**src/hdl/lsi_pkg.sv**
```systemverilog
// Package for the link status indicator block: timing, config ROM
// layout, mapping codes and the carrier structs shared by its ports.
// Assumes a single 20 MHz clock domain; no software-visible registers.
package lsi_pkg;

  // Clock
  localparam int CLK_HZ        = 20_000_000;
  localparam int CLK_PERIOD_NS = 50;

  // Blink rates in Hz and the half period of each in clock cycles
  localparam int ACT_BLINK_HZ    = 10;
  localparam int COL_BLINK_HZ    = 20;
  localparam int ACT_HALF_CYCLES = CLK_HZ / (2 * ACT_BLINK_HZ);
  localparam int COL_HALF_CYCLES = CLK_HZ / (2 * COL_BLINK_HZ);

  // Serial ROM clock: least half period, rounded up to whole cycles
  localparam int ROM_SK_HALF_NS     = 500;
  localparam int ROM_SK_HALF_CYCLES =
    (ROM_SK_HALF_NS + CLK_PERIOD_NS - 1) / CLK_PERIOD_NS;

  // Serial ROM read command: start bit, read opcode, word address
  localparam logic [2:0] ROM_READ_CMD   = 3'h6;
  localparam logic [5:0] CFG_WORD_ADDR  = 6'h0B;
  localparam int         ROM_CMD_BITS   = 9;
  localparam int         ROM_DATA_BITS  = 16;
  localparam int         MAP_FIELD_LO   = 6;
  localparam int         MAP_FIELD_W    = 2;

  // External PHY select code in the PHY select field
  localparam logic [2:0] EXT_PHY_CODE = 3'h1;

  // Indicator levels: lit is driven low
  localparam logic IND_LIT  = 1'h0;
  localparam logic IND_DARK = 1'h1;

  // Indicator lanes
  localparam int IND_SPEED  = 0;
  localparam int IND_LINK   = 1;
  localparam int IND_DUPLEX = 2;

  // Display mappings
  typedef enum logic [1:0] {
    LSI_MAP_DEFAULT = 2'h0,
    LSI_MAP_ALT     = 2'h1
  } lsi_map_t;

  // PHY state presented to the block
  typedef struct packed {
    logic speed_100;
    logic link_up;
    logic full_duplex;
    logic rx_active;
    logic tx_active;
    logic collision;
  } lsi_phy_state_t;

  // Three indicator pins; oe_n low while the block drives them
  typedef struct packed {
    logic [2:0] level;
    logic       oe_n;
  } lsi_ind_t;

  // Serial ROM pins driven by the block
  typedef struct packed {
    logic select;
    logic serial_clock;
    logic command_out;
  } lsi_rom_out_t;

endpackage

```
**src/hdl/lsi_link_status_indicator.sv**
```systemverilog
// Link status indicator: drives speed, link/activity and duplex/collision
// indicators from the PHY state, in one of two mappings read from the
// serial configuration ROM after reset.
// Assumes PHY state and ROM data input are synchronous to clock.
`timescale 1ns/1ps

module lsi_link_status_indicator #(
  parameter int ACT_HALF = lsi_pkg::ACT_HALF_CYCLES,
  parameter int COL_HALF = lsi_pkg::COL_HALF_CYCLES,
  parameter int SK_HALF  = lsi_pkg::ROM_SK_HALF_CYCLES
) (
  // Clock and reset
  input  wire logic                  clock,
  input  wire logic                  rst,
  // PHY state and PHY select field
  input  wire lsi_pkg::lsi_phy_state_t phy,
  input  wire logic [2:0]            phy_select,
  // Load configuration from the ROM after reset
  input  wire logic                  cfg_load_enable,
  // Serial configuration ROM
  output lsi_pkg::lsi_rom_out_t      cfg_rom,
  input  wire logic                  cfg_rom_data_in,
  // Indicator pins and load status
  output lsi_pkg::lsi_ind_t          indicators,
  output logic                       cfg_loaded
);
  import lsi_pkg::*;

  localparam int ACT_W = $clog2(ACT_HALF + 1);
  localparam int COL_W = $clog2(COL_HALF + 1);
  localparam int SK_W  = $clog2(SK_HALF + 1);
  localparam int BIT_W = $clog2(ROM_DATA_BITS + 1);

  typedef enum logic [1:0] {ROM_IDLE, ROM_CMD, ROM_READ, ROM_DONE} lsi_rom_state_t;

  // Undefined codes fall back to the default mapping
  function automatic lsi_map_t map_decode(input logic [ROM_DATA_BITS-1:0] word);
    logic [MAP_FIELD_W-1:0] field;
    field = word[MAP_FIELD_LO +: MAP_FIELD_W];
    map_decode = (field == LSI_MAP_ALT) ? LSI_MAP_ALT : LSI_MAP_DEFAULT;
  endfunction

  // Loader state
  lsi_rom_state_t             st_reg,    st_next;
  logic [SK_W-1:0]            half_reg,  half_next;
  logic                       sk_reg,    sk_next;
  logic                       cs_reg,    cs_next;
  logic                       di_reg,    di_next;
  logic [BIT_W-1:0]           bit_reg,   bit_next;
  logic [ROM_CMD_BITS-1:0]    cmd_reg,   cmd_next;
  logic [ROM_DATA_BITS-1:0]   word_reg,  word_next;
  lsi_map_t                   map_reg,   map_next;
  logic                       half_wrap;

  assign half_wrap = (half_reg == SK_W'(SK_HALF - 1));

  // Loader next state: ROM clock low half presents a bit, data sampled
  // at the end of the high half so it has settled a full half period
  always_comb begin
    st_next   = st_reg;
    half_next = half_reg;
    sk_next   = sk_reg;
    cs_next   = cs_reg;
    di_next   = di_reg;
    bit_next  = bit_reg;
    cmd_next  = cmd_reg;
    word_next = word_reg;
    map_next  = map_reg;
    unique case (st_reg)
      ROM_IDLE: begin
        if (cfg_load_enable) begin
          st_next  = ROM_CMD;
          cs_next  = 1'h1;
          di_next  = ROM_READ_CMD[2];
          cmd_next = {ROM_READ_CMD[1:0], CFG_WORD_ADDR, 1'h0};
          bit_next = '0;
          half_next = '0;
        end else begin
          st_next = ROM_DONE;
        end
      end
      ROM_CMD, ROM_READ: begin
        half_next = half_wrap ? '0 : SK_W'(half_reg + 1'b1);
        if (half_wrap) begin
          sk_next = ~sk_reg;
          if (sk_reg && st_reg == ROM_CMD) begin
            if (bit_reg == BIT_W'(ROM_CMD_BITS - 1)) begin
              st_next  = ROM_READ;
              bit_next = '0;
              di_next  = 1'h0;
            end else begin
              di_next  = cmd_reg[ROM_CMD_BITS-1];
              cmd_next = {cmd_reg[ROM_CMD_BITS-2:0], 1'h0};
              bit_next = BIT_W'(bit_reg + 1'b1);
            end
          end else if (sk_reg) begin
            word_next = {word_reg[ROM_DATA_BITS-2:0], cfg_rom_data_in};
            if (bit_reg == BIT_W'(ROM_DATA_BITS - 1)) begin
              st_next  = ROM_DONE;
              cs_next  = 1'h0;
              map_next = map_decode({word_reg[ROM_DATA_BITS-2:0], cfg_rom_data_in});
            end else begin
              bit_next = BIT_W'(bit_reg + 1'b1);
            end
          end
        end
      end
      ROM_DONE: begin
        sk_next = 1'h0;
        di_next = 1'h0;
      end
    endcase
  end

  // Loader registers; mapping stays default until the load ends
  always_ff @(posedge clock) begin
    if (rst) begin
      st_reg   <= ROM_IDLE;
      half_reg <= '0;
      sk_reg   <= 1'h0;
      cs_reg   <= 1'h0;
      di_reg   <= 1'h0;
      bit_reg  <= '0;
      cmd_reg  <= '0;
      word_reg <= '0;
      map_reg  <= LSI_MAP_DEFAULT;
    end else begin
      st_reg   <= st_next;
      half_reg <= half_next;
      sk_reg   <= sk_next;
      cs_reg   <= cs_next;
      di_reg   <= di_next;
      bit_reg  <= bit_next;
      cmd_reg  <= cmd_next;
      word_reg <= word_next;
      map_reg  <= map_next;
    end
  end

  assign cfg_rom.select       = cs_reg;
  assign cfg_rom.serial_clock = sk_reg;
  assign cfg_rom.command_out  = di_reg;
  assign cfg_loaded           = (st_reg == ROM_DONE);

  // Blink generators: free running so lamps on the same generator share phase
  logic [ACT_W-1:0] act_cnt_reg, act_cnt_next;
  logic [COL_W-1:0] col_cnt_reg, col_cnt_next;
  logic             act_ph_reg,  act_ph_next;
  logic             col_ph_reg,  col_ph_next;

  always_comb begin
    act_cnt_next = ACT_W'(act_cnt_reg + 1'b1);
    act_ph_next  = act_ph_reg;
    if (act_cnt_reg == ACT_W'(ACT_HALF - 1)) begin
      act_cnt_next = '0;
      act_ph_next  = ~act_ph_reg;
    end
    col_cnt_next = COL_W'(col_cnt_reg + 1'b1);
    col_ph_next  = col_ph_reg;
    if (col_cnt_reg == COL_W'(COL_HALF - 1)) begin
      col_cnt_next = '0;
      col_ph_next  = ~col_ph_reg;
    end
  end

  always_ff @(posedge clock) begin
    if (rst) begin
      act_cnt_reg <= '0;
      col_cnt_reg <= '0;
      act_ph_reg  <= 1'h0;
      col_ph_reg  <= 1'h0;
    end else begin
      act_cnt_reg <= act_cnt_next;
      col_cnt_reg <= col_cnt_next;
      act_ph_reg  <= act_ph_next;
      col_ph_reg  <= col_ph_next;
    end
  end

  // Indicator mapping
  lsi_ind_t ind_reg, ind_next;
  logic     traffic;
  logic     ext_phy;

  assign traffic = phy.link_up && (phy.rx_active || phy.tx_active);
  assign ext_phy = (phy_select == EXT_PHY_CODE);

  always_comb begin
    ind_next.oe_n = ext_phy;
    if (map_reg == LSI_MAP_ALT) begin
      ind_next.level[IND_SPEED]  = traffic ? act_ph_reg : IND_DARK;
      ind_next.level[IND_LINK]   = (phy.link_up && !phy.speed_100) ? IND_LIT : IND_DARK;
      ind_next.level[IND_DUPLEX] = (phy.link_up && phy.speed_100) ? IND_LIT : IND_DARK;
    end else begin
      ind_next.level[IND_SPEED] = phy.speed_100 ? IND_LIT : IND_DARK;
      if (traffic && !phy.collision) begin
        ind_next.level[IND_LINK] = act_ph_reg;
      end else begin
        ind_next.level[IND_LINK] = phy.link_up ? IND_LIT : IND_DARK;
      end
      if (phy.collision && !phy.full_duplex) begin
        ind_next.level[IND_DUPLEX] = col_ph_reg;
      end else begin
        ind_next.level[IND_DUPLEX] = phy.full_duplex ? IND_LIT : IND_DARK;
      end
    end
  end

  // Registered pins; floated from reset until the first edge decides
  always_ff @(posedge clock) begin
    if (rst) begin
      ind_reg <= '{level: 3'h7, oe_n: 1'h1};
    end else begin
      ind_reg <= ind_next;
    end
  end

  assign indicators = ind_reg;

  // Checks
  property p_speed_default;
    @(posedge clock) disable iff (rst)
      (map_reg == LSI_MAP_DEFAULT) |=> (ind_reg.level[IND_SPEED] == !$past(phy.speed_100));
  endproperty
  a_speed_default: assert property (p_speed_default) else $error("speed lamp wrong");

  property p_link_steady;
    @(posedge clock) disable iff (rst)
      (map_reg == LSI_MAP_DEFAULT && phy.link_up && !phy.rx_active && !phy.tx_active)
      |=> (ind_reg.level[IND_LINK] == IND_LIT);
  endproperty
  a_link_steady: assert property (p_link_steady) else $error("link lamp not lit");

  property p_duplex_full;
    @(posedge clock) disable iff (rst)
      (map_reg == LSI_MAP_DEFAULT && phy.full_duplex)
      |=> (ind_reg.level[IND_DUPLEX] == IND_LIT);
  endproperty
  a_duplex_full: assert property (p_duplex_full) else $error("duplex lamp not lit");

  property p_act_hold;
    @(posedge clock) disable iff (rst)
      (act_cnt_reg != ACT_W'(ACT_HALF - 1)) |=> $stable(act_ph_reg);
  endproperty
  a_act_hold: assert property (p_act_hold) else $error("activity blink early");

  property p_col_flip;
    @(posedge clock) disable iff (rst)
      (col_cnt_reg == COL_W'(COL_HALF - 1)) |=> (col_ph_reg != $past(col_ph_reg));
  endproperty
  a_col_flip: assert property (p_col_flip) else $error("collision blink missed");

  property p_map_load;
    @(posedge clock) disable iff (rst)
      (st_reg == ROM_READ && st_next == ROM_DONE) |=> (cfg_loaded && !cs_reg);
  endproperty
  a_map_load: assert property (p_map_load) else $error("load end wrong");

  property p_alt_map;
    @(posedge clock) disable iff (rst)
      (map_reg == LSI_MAP_ALT && phy.link_up && !phy.speed_100)
      |=> (ind_reg.level[IND_LINK] == IND_LIT && ind_reg.level[IND_DUPLEX] == IND_DARK);
  endproperty
  a_alt_map: assert property (p_alt_map) else $error("alt mapping wrong");

  property p_float;
    @(posedge clock) disable iff (rst)
      1'b1 |=> (ind_reg.oe_n == ($past(phy_select) == EXT_PHY_CODE));
  endproperty
  a_float: assert property (p_float) else $error("float control wrong");

  property p_select_only_loading;
    @(posedge clock) disable iff (rst)
      cs_reg |-> (st_reg == ROM_CMD || st_reg == ROM_READ);
  endproperty
  a_select_only_loading: assert property (p_select_only_loading)
    else $error("select stray");

  property p_default_before_load;
    @(posedge clock) disable iff (rst)
      !cfg_loaded |-> (map_reg == LSI_MAP_DEFAULT);
  endproperty
  a_default_before_load: assert property (p_default_before_load) else $error("map early");

  property p_sk_idle;
    @(posedge clock) disable iff (rst)
      (st_reg == ROM_DONE) |=> !sk_reg;
  endproperty
  a_sk_idle: assert property (p_sk_idle) else $error("rom clock runs idle");

  c_load_done: cover property (@(posedge clock) disable iff (rst)
                               $rose(cfg_loaded) && cfg_load_enable);
  c_alt_used:  cover property (@(posedge clock) disable iff (rst) map_reg == LSI_MAP_ALT);
  c_collide:   cover property (@(posedge clock) disable iff (rst)
                               phy.collision && !phy.full_duplex && $changed(col_ph_reg));
  c_floated:   cover property (@(posedge clock) disable iff (rst) ind_reg.oe_n);

endmodule

```
**config.mk**
```make
export PLATFORM = sky130hd
export DESIGN_NAME = lsi_link_status_indicator
export DESIGN_NICKNAME = d
export VERILOG_FILES = /design/src/hdl/lsi_pkg.sv /design/src/hdl/lsi_link_status_indicator.sv
export SDC_FILE = /design/constraint.sdc
export NUM_CORES = 1
export LEC_CHECK = 0
export BUFFER_PORTS_ARGS = -buffer_cell sky130_fd_sc_hd__buf_2
export CORE_UTILIZATION = 45
export DETAILED_ROUTE_END_ITERATION = 6
export GPL_ROUTABILITY_DRIVEN = 0
export HOLD_SLACK_MARGIN = 0.12
export PLACE_DENSITY_LB_ADDON = 0.12
export SLEW_MARGIN = 15
export SYNTH_ARGS = -nofsm -noshare
export SYNTH_HDL_FRONTEND = slang
export SYNTH_SLANG_ARGS = --single-unit
export TNS_END_PERCENT = 30
```
**constraint.sdc**
```tcl
create_clock -name clock -period 2.16 [get_ports clock]
set_clock_uncertainty 0.1 [all_clocks]
set_input_delay 0.108 -clock clock [delete_from_list [all_inputs] [get_ports clock]]
set_output_delay 0.108 -clock clock [all_outputs]
set_load 0.1 [all_outputs]
```
==> impl_metrics.toml, run 1 <==
[clock_network]
insertion_delay_ns = 0.34
clk_path_buf_depth = 2
numCtsBuffers = 9
cts_setup_buffers = 0
root_buffer = "clkbuf_8"
clk_pin_slew_ns = 0.08
tritoncts = "built"
htree_levels = 3
cts.sinks = 75

[global_routing]
grt_max_degree = 31
overflow = 0
antenna_found_initial = 0
grt_pass1_vias = 2694
grt_pass1_wl_mm = 12.05
track_usage = 0.1813

[logic_synthesis]
ys_seq_area_frac = 0.4326
ys.flop_type = "dfxtp_1"
synth_edf_count = 0
synth-seq-cells = 75
synth_nets = 430
ys_warn_count = 0
syn_inst = 406
synth_top_cells_by_count = "dfxtp_1 (75), nor2_1 (51), a21oi_1 (27)"
async_flop_share = 0
yosys.area.top_type_share = 0.4326
yosysMostFrequentCell = "dfxtp_1"
synth_top_area_cell = "dfxtp_1"
synthesis.area_sq_um = 3471
yosysUniqueCellTypes = 51
synth_area_leaders = "dfxtp_1 (43%), nor2_1 (5.5%), xnor2_1 (4.0%)"
syn_area_per_cell_sq_um = 8.549

[finish]
fillers = 713
syn_to_final_growth_pct = 19.43
drive_gt1_frac = 0.1407
fin_nets = 474
largest_reg_flops = 20
antenna_cells = 0

[setup_path]
slowest_delay_ns = 0.39
worstPathMaxFanout = 6
slowest_stage = "dfxtp_1"
startpoint_type = "flip-flop"
crit_path_end_kind = "flip-flop"
required_ns = 2.29
arrival_ns = 2.18
critical_path_class = "flip-flop to flip-flop"
ff2ff_setup_slack_ns = 0.11
crit_chain = "inv_1 -> ha_1 -> mux2_2 -> buf_4 -> a21boi_1 -> o21ai_1 -> a221oi_1"

[drt]
postRouteAntennaNets = 0
wire_per_inst_um = 12.88
drc = 0
drt-total-wl_mm = 7.134
drt_pass1_iterations = 4
viasPerCell = 5.350
vias = 2964
drtIter0Drc = 123

[sta]
setup_violations = 0
fin_crit_ns = 2.049
finalCritPeriodShare = 0.9485
report.final.slew_viol_count = 0
rsz0062_at_grt = "false"
slew_headroom = 0.6776
hold_violations = 0
clock.fmax_mhz = 488.1
fin_setup_tns_ns = 0
worst_slew_pin_slew_ns = 0.4869

[pwr]
leakagePower_nw = 1.477
finalPower_mw = 4.188
p_per_area_nw_per_um2 = 1010
vdd_drop_max_v = 0.0003803

[die]
core-area_sq_um = 7370
die_y_um = 89.83
start_util = 0.4710
rows = 31
fp.dieW_um = 89.83
dieArea_sq_um = 8069
pin_count = 21

[outcome]
status = "complete, no violations"

[hold_path]
min_path_type = "input pin to flip-flop"

[place]
io_buffer_count = 20
hpwlAfterDp_mm = 4.912

[run]
cap_violations = 0
-- report_power, final --
group / total [mW] / internal (mW) / switching [mW]
logic: 1.26 / 0.479 / 0.779
clock network: 1.37 / 0.861 / 0.509
registers: 1.56 / 1.49 / 0.0747
total: 4.19 / 2.83 / 1.36
-- layout make-up --
class | count | area (sq um) | area share
Clock inverter | 4 | 95.09 | 0.02294
Sequential cell | 75 | 1501 | 0.3622
Inverter | 22 | 82.58 | 0.01992
Multi-Input combinational cell | 290 | 1809 | 0.4365
Clock buffer | 12 | 165.2 | 0.03984
Timing Repair Buffer | 52 | 367.9 | 0.08874
Tap cell | 99 | 123.9 | 0.02988
-- logic make-up (layout without fill, tap and decap cells) --
| family | after synthesis | after routing | share of synthesized area |
|---|---|---|---|
| buf+inv | 41 | 90 | 0.04831 |
| compound gates | 76 | 76 | 0.1327 |
| flops | 75 | 75 | 0.4326 |
| fa+ha+maj | 11 | 11 | 0.03965 |
| mux | 8 | 8 | 0.02343 |
| xor+xnor | 27 | 27 | 0.06813 |
| simple gates | 168 | 168 | 0.2552 |
-- cell usage in the layout, fill, tap and decap left out, drive strengths merged, types with 3 or more instances in the layout --
cell,n
nor4,5
ha,11
buf,41
dlygate4sd3,11
nand2,25
nor3,9
nand4b,3
xor2,11
a21oi,27
a31oi,4
a221oi,3
o31ai,5
and3,7
nand4,14
nor4bb,4
or4,8
nand3,20
nor2,51
mux2i,7
nor4b,3
bufinv,3
or3,8
inv,22
dfxtp,75
o21ai,23
xnor2,16
clkbuf,12
-- stage by stage --
step                cells  instance area [sq um]  utilization  hold WS (ns)  worst slack [ns]
floorplan             406                   3471            -       0.07983           0.08724
global placement      527                   3767       0.5112        0.2017            0.1371
detailed placement    527                   3767       0.5112        0.2049           0.08885
CTS                   554                   4138       0.5615        0.1296           0.06360
global route          554                   4145       0.5625        0.1755          0.006677
finish                554                   4145       0.5625        0.1315            0.1112
-- routing by layer --
| metal | global-route usage | part of all wire |
|---|---|---|
| met5 | 0 | 0 |
| met4 | 0.08060 | 0.014 |
| met1 | 0.2402 | 0.51 |
| met3 | 0.03046 | 0.027 |
| met2 | 0.2897 | 0.45 |
-- worst max-delay path: cells and delay by family, from the launching register on --
family                   cells  cell delay (ns)
multiplexers                 1             0.19
AO/OA/AOI/OAI                3             0.71
flip-flops                   1             0.39
adder cells (fa/ha/maj)      1             0.35
buffers and inverters        2             0.20
-- final timing paths --
path	from	end	cells after the start
setup / recovery	st_reg[0]$_SDFFE_PP0P_	cmd_reg[8]$_SDFFE_PP0P_	7
hold / removal	rst	indicators[1]$_SDFF_PP1_	3
setup reg to reg	st_reg[0]$_SDFFE_PP0P_	cmd_reg[8]$_SDFFE_PP0P_	7
hold reg to reg	act_cnt_reg[0]$_SDFF_PP0_	act_cnt_reg[0]$_SDFF_PP0_	1
-- repair_timing --
item	4_1_cts	5_1_grt
gates resized for setup	0	2
hold buffers	11	0
endpoints found under the hold margin	9	0
setup endpoints to repair	0	6
Power figures use the tool's default switching activity.
==> run 2, diff against run 1 <==
--- a/config.mk
+++ b/config.mk
@@ -6,7 +6,8 @@
 export NUM_CORES = 1
 export LEC_CHECK = 0
 export BUFFER_PORTS_ARGS = -buffer_cell sky130_fd_sc_hd__buf_2
-export CORE_UTILIZATION = 45
+export CORE_UTILIZATION = 40
+export CTS_BUF_LIST = sky130_fd_sc_hd__clkbuf_4
 export DETAILED_ROUTE_END_ITERATION = 6
 export GPL_ROUTABILITY_DRIVEN = 0
 export HOLD_SLACK_MARGIN = 0.12
==> impl_metrics.toml, run 2 (synthesis gave the netlist of run 1 again) <==
[outcome]
status = "complete, no violations"

[die]
die_y_um = 95.15
start_util = 0.4182
dieArea_sq_um = 9054
fp.dieW_um = 95.15
core-area_sq_um = 8299
pin_count = 21
rows = 33

[pwr]
leakagePower_nw = 1.501
vdd_drop_max_v = 0.0005644
p_per_area_nw_per_um2 = 1020

[global_routing]
track_usage = 0.1752
grt_pass1_wl_mm = 12.49
antenna_found_initial = 0
grt_pass1_vias = 2783
overflow = 0
grt_max_degree = 31

[clock_network]
cts_setup_buffers = 0
root_buffer = "clkbuf_4"
cts.sinks = 75
tritoncts = "built"
numCtsBuffers = 9
clk_path_buf_depth = 2
clk_pin_slew_ns = 0.12
insertion_delay_ns = 0.42
htree_levels = 3

[sta]
setup_violations = 0
hold-worst-slack_ns = 0.3635
finalCritPeriodShare = 0.9384
clock.fmax_mhz = 493.4
worst_slew_pin_slew_ns = 0.4893
fin_crit_ns = 2.027
hold_violations = 0
report.final.slew_viol_count = 0
rsz0062_at_grt = "false"
fin_setup_tns_ns = 0
slew_headroom = 0.6761

[setup_path]
critical_path_class = "flip-flop to flip-flop"
r2r_end = "act_cnt_reg[17]$_SDFF_PP0_"
worstPathMaxFanout = 8
crit_path_end_kind = "flip-flop"
r2r_cells = 4
arrival_ns = 2.27
r2r_start = "act_cnt_reg[8]$_SDFF_PP0_"
crit_end = "act_cnt_reg[17]$_SDFF_PP0_"
startpoint = "act_cnt_reg[8]$_SDFF_PP0_"
required_ns = 2.40
ff2ff_setup_slack_ns = 0.13
startpoint_type = "flip-flop"

[drt]
drc = 0
wire_per_inst_um = 12.77
vias = 2974
viasPerCell = 5.245
postRouteAntennaNets = 0
drt-total-wl_mm = 7.241
drt_pass1_iterations = 4
drtIter0Drc = 111

[finish]
antenna_cells = 0
largest_reg_flops = 20
fin_nets = 481
final_common_cell = "dfxtp_1"
postLayoutCellArea_sq_um = 4215
drive_gt1_frac = 0.1472
final_cell_mix = "dfxtp_1 (75), nor2_1 (51), a21oi_1 (27), nand2_1 (25), buf_4 (24)"
syn_to_final_growth_pct = 21.45

[place]
hpwlAfterDp_mm = 5.085
dpl_cell_area_sq_um = 3797
io_buffer_count = 20

[hold_path]
min_path_type = "flip-flop to flip-flop"
holdPathStages = 1

[run]
cap_violations = 0
run 2: layout make-up:
type                            count  area (sq um)
Fill cell                         804          4084
Multi-Input combinational cell    290          1814
Tap cell                          105         131.4
Clock inverter                      7         187.7
Timing Repair Buffer               59         430.4
Inverter                           22         82.58
Sequential cell                    75          1501
Clock buffer                        9         67.56
run 2: metrics by stage:
stage / utilization / total power, mW / cells / setup WS, ns
6_report: 0.5079 / 4.299 / 567 / 0.1331
5_1_grt: 0.5079 / 4.537 / 567 / 0.01599
4_1_cts: 0.5064 / 4.319 / 567 / 0.06683
3_5_place_dp: 0.4576 / 2.844 / 536 / 0.1067
3_3_place_gp: 0.4576 / 2.820 / 536 / 0.1561
2_1_floorplan: - / 2.435 / 406 / 0.08724
run 2: report_power, final:
part | internal, mW | switching [mW]
Sequential | 1.49 | 0.0672
Clock | 0.935 | 0.497
Combinational | 0.516 | 0.797
run 2: worst min path at each step:
stage | start | to | slack [ns]
2_1_floorplan | phy[4] | indicators[2]$_SDFF_PP1_ | 0.08
3_3_place_gp | phy_select[0] | indicators[0]$_SDFF_PP1_ | 0.20
3_5_place_dp | phy_select[0] | indicators[0]$_SDFF_PP1_ | 0.21
4_1_cts | act_cnt_reg[0]$_SDFF_PP0_ | act_cnt_reg[0]$_SDFF_PP0_ | 0.37
5_1_grt | cmd_reg[7]$_SDFFE_PP0P_ | cmd_reg[8]$_SDFFE_PP0P_ | 0.39
6_report | act_cnt_reg[0]$_SDFF_PP0_ | act_cnt_reg[0]$_SDFF_PP0_ | 0.36
run 2: what timing repair did:
| action | CTS | global route |
|---|---|---|
| resized for setup | 0 | 3 |
| setup endpoints to repair | 0 | 4 |
| hold buffers | 15 | 0 |
| endpoints found under the hold margin | 37 | 0 |
run 2: layer usage:
metal	track usage	up-vias	wire length (um)
li1	-	1549	-
met1	0.2267	1388	3716
met2	0.2881	27	3285
met3	0.02632	10	127
met4	0.07576	0	111
met5	0	-	0
run 2: critical path, stage by stage, from the launching register on:
cell,delay (ns)
dfxtp_1,0.42
nand4_1,0.17
or4_4,0.61
or4b_1,0.52
a21oi_1,0.15
==> run 3, diff against run 2 <==
--- a/config.mk
+++ b/config.mk
@@ -5,10 +5,10 @@
 export SDC_FILE = /design/constraint.sdc
 export NUM_CORES = 1
 export LEC_CHECK = 0
-export BUFFER_PORTS_ARGS = -buffer_cell sky130_fd_sc_hd__buf_2
 export CORE_UTILIZATION = 40
 export CTS_BUF_LIST = sky130_fd_sc_hd__clkbuf_4
 export DETAILED_ROUTE_END_ITERATION = 6
+export DONT_BUFFER_PORTS = 1
 export GPL_ROUTABILITY_DRIVEN = 0
 export HOLD_SLACK_MARGIN = 0.12
 export PLACE_DENSITY_LB_ADDON = 0.12
==> impl_metrics.toml, run 3 (synthesis gave the netlist of run 1 again) <==
[clock_network]
numCtsBuffers = 9
clk_path_buf_depth = 2
clk_pin_slew_ns = 0.12
cts.sinks = 75
tritoncts = "built"
htree_levels = 3
root_buffer = "clkbuf_4"
insertion_delay_ns = 0.42

[setup_path]
startpoint_type = "flip-flop"
ff2ff_setup_slack_ns = 0.08
worstPathMaxFanout = 3
r2r_end = "indicators[3]$_SDFF_PP1_"
arrival_ns = 2.29
r2r_cells = 6
crit_path_end_kind = "flip-flop"
required_ns = 2.37
r2r_start = "col_ph_reg$_SDFFE_PP0N_"
critical_path_class = "flip-flop to flip-flop"

[sta]
clock.fmax_mhz = 480.2
setup_violations = 0
slew_headroom = 0.4365
layout_setup_ws_ns = 0.07737
finalCritPeriodShare = 0.9642
fin_crit_ns = 2.083
worst_slew_pin_slew_ns = 0.8452
fin_setup_tns_ns = 0
report.final.slew_viol_count = 0
hold_violations = 0

[die]
fp.dieW_um = 95.15
pin_count = 21
die_y_um = 95.15
dieArea_sq_um = 9054
rows = 33
core-area_sq_um = 8299
start_util = 0.4182

[drt]
drc = 0
met1_length_mm = 3.527
routed-wl-met2_mm = 3.463
wl_met3_um = 197
drt-total-wl_mm = 7.295
drt_pass1_iterations = 4
postRouteAntennaNets = 0
vias = 2956
drtIter0Drc = 85
viasPerCell = 5.260
highest_layer = "met4"
wire_per_inst_um = 12.98

[finish]
antenna_cells = 0
final_common_cell = "dfxtp_1"
fin_nets = 476
syn_to_final_growth_pct = 19.79
largest_reg_flops = 20
drive_gt1_frac = 0.1269
fillers = 806
final_cell_mix = "dfxtp_1 (74), nor2_1 (51), buf_4 (32), a21oi_1 (26), nand2_1 (25)"

[global_routing]
antenna_found_initial = 0
grt_pass1_vias = 2700
track_usage = 0.1737
grt_pass1_wl_mm = 12.23
grt_max_degree = 24
overflow = 0

[hold_path]
hp-start = "rst"
holdPathStages = 2
holdPathEnd = "col_cnt_reg[2]$_SDFF_PP0_"
min_path_type = "input pin to flip-flop"

[pwr]
p_per_area_nw_per_um2 = 906.7
vdd_drop_max_v = 0.0003410
clkPwrFrac = 0.226
seqPwrFrac = 0.412
sw_frac_of_total = 0.3632
switchingPower_mw = 1.369
p_comb_frac = 0.362
leakagePower_nw = 1.449
p_int_mw = 2.401

[place]
place_ws_ns = 0.07639
hpwlAfterDp_mm = 4.875
io_buffer_count = 0

[outcome]
status = "complete, no violations"

[run]
cap_violations = 0
==> run 3: critical path, stage by stage (launching register included) <==
cell and delay, ns:
dfxtp_1 0.34, inv_1 0.09, a21oi_1 0.08, o21ai_0 0.18, dlygate4sd3_1 0.58, nand2_1 0.05, dlygate4sd3_1 0.56
==> run 3: routing by layer <==
layer  GRT usage  up-vias
met3     0.05343       10
met4     0.06187        0
met5           0        -
met1      0.2145     1377
met2      0.2839       29
li1            -     1540
==> run 3: timing repair <==
action	in CTS	in global routing
gates resized for setup	0	7
setup buffers	0	1
setup endpoints to repair	0	15
endpoints found under the hold margin	39	1
hold buffers	22	1
==> run 3: final cells by class <==
type                            count  area (sq um)  area share
Clock buffer                        9         67.56     0.01625
Inverter                           22         82.58     0.01986
Sequential cell                    75          1503      0.3614
Multi-Input combinational cell    290          1842      0.4430
Timing Repair Buffer               54         462.9      0.1113
Tap cell                          105         131.4     0.03160
Clock inverter                      7         68.82     0.01655
==> run 3: power by group through the flow <==
stage	Sequential, mW	Combinational [mW]	Clock [mW]
2_1_floorplan	1.61	0.829	0
3_3_place_gp	1.58	1.27	0
3_5_place_dp	1.59	1.26	0
4_1_cts	1.56	1.31	0.896
5_1_grt	1.57	1.50	0.952
6_report	1.55	1.37	0.852
==> run 3: how the worst max path moves through the flow <==
stage,slack [ns],end,start,cells after the start
after floorplan,0.09,half_reg[1]$_SDFFE_PP0P_,st_reg[0]$_SDFFE_PP0P_,8
after global placement,0.14,act_cnt_reg[17]$_SDFF_PP0_,act_cnt_reg[7]$_SDFF_PP0_,4
after detailed placement,0.08,act_cnt_reg[17]$_SDFF_PP0_,act_cnt_reg[7]$_SDFF_PP0_,4
after CTS,0.02,col_ph_reg$_SDFFE_PP0N_,col_cnt_reg[8]$_SDFF_PP0_,6
after global routing,-0.01,sk_reg$_SDFFE_PP0P_,st_reg[1]$_SDFFE_PP0P_,8
final,0.08,indicators[3]$_SDFF_PP1_,col_ph_reg$_SDFFE_PP0N_,6
==> run 3: per-stage QoR <==
step | util | instance area [sq um] | cells | total power, mW | hold WS (ns)
floorplan | - | 3471 | 406 | 2.435 | 0.07983
global placement | 0.4524 | 3755 | 523 | 2.852 | 0.08306
detailed placement | 0.4524 | 3755 | 523 | 2.851 | 0.08525
CTS | 0.4954 | 4111 | 561 | 3.758 | 0.1472
global route | 0.5010 | 4158 | 562 | 4.018 | 0.1407
finish | 0.5010 | 4158 | 562 | 3.770 | 0.1868
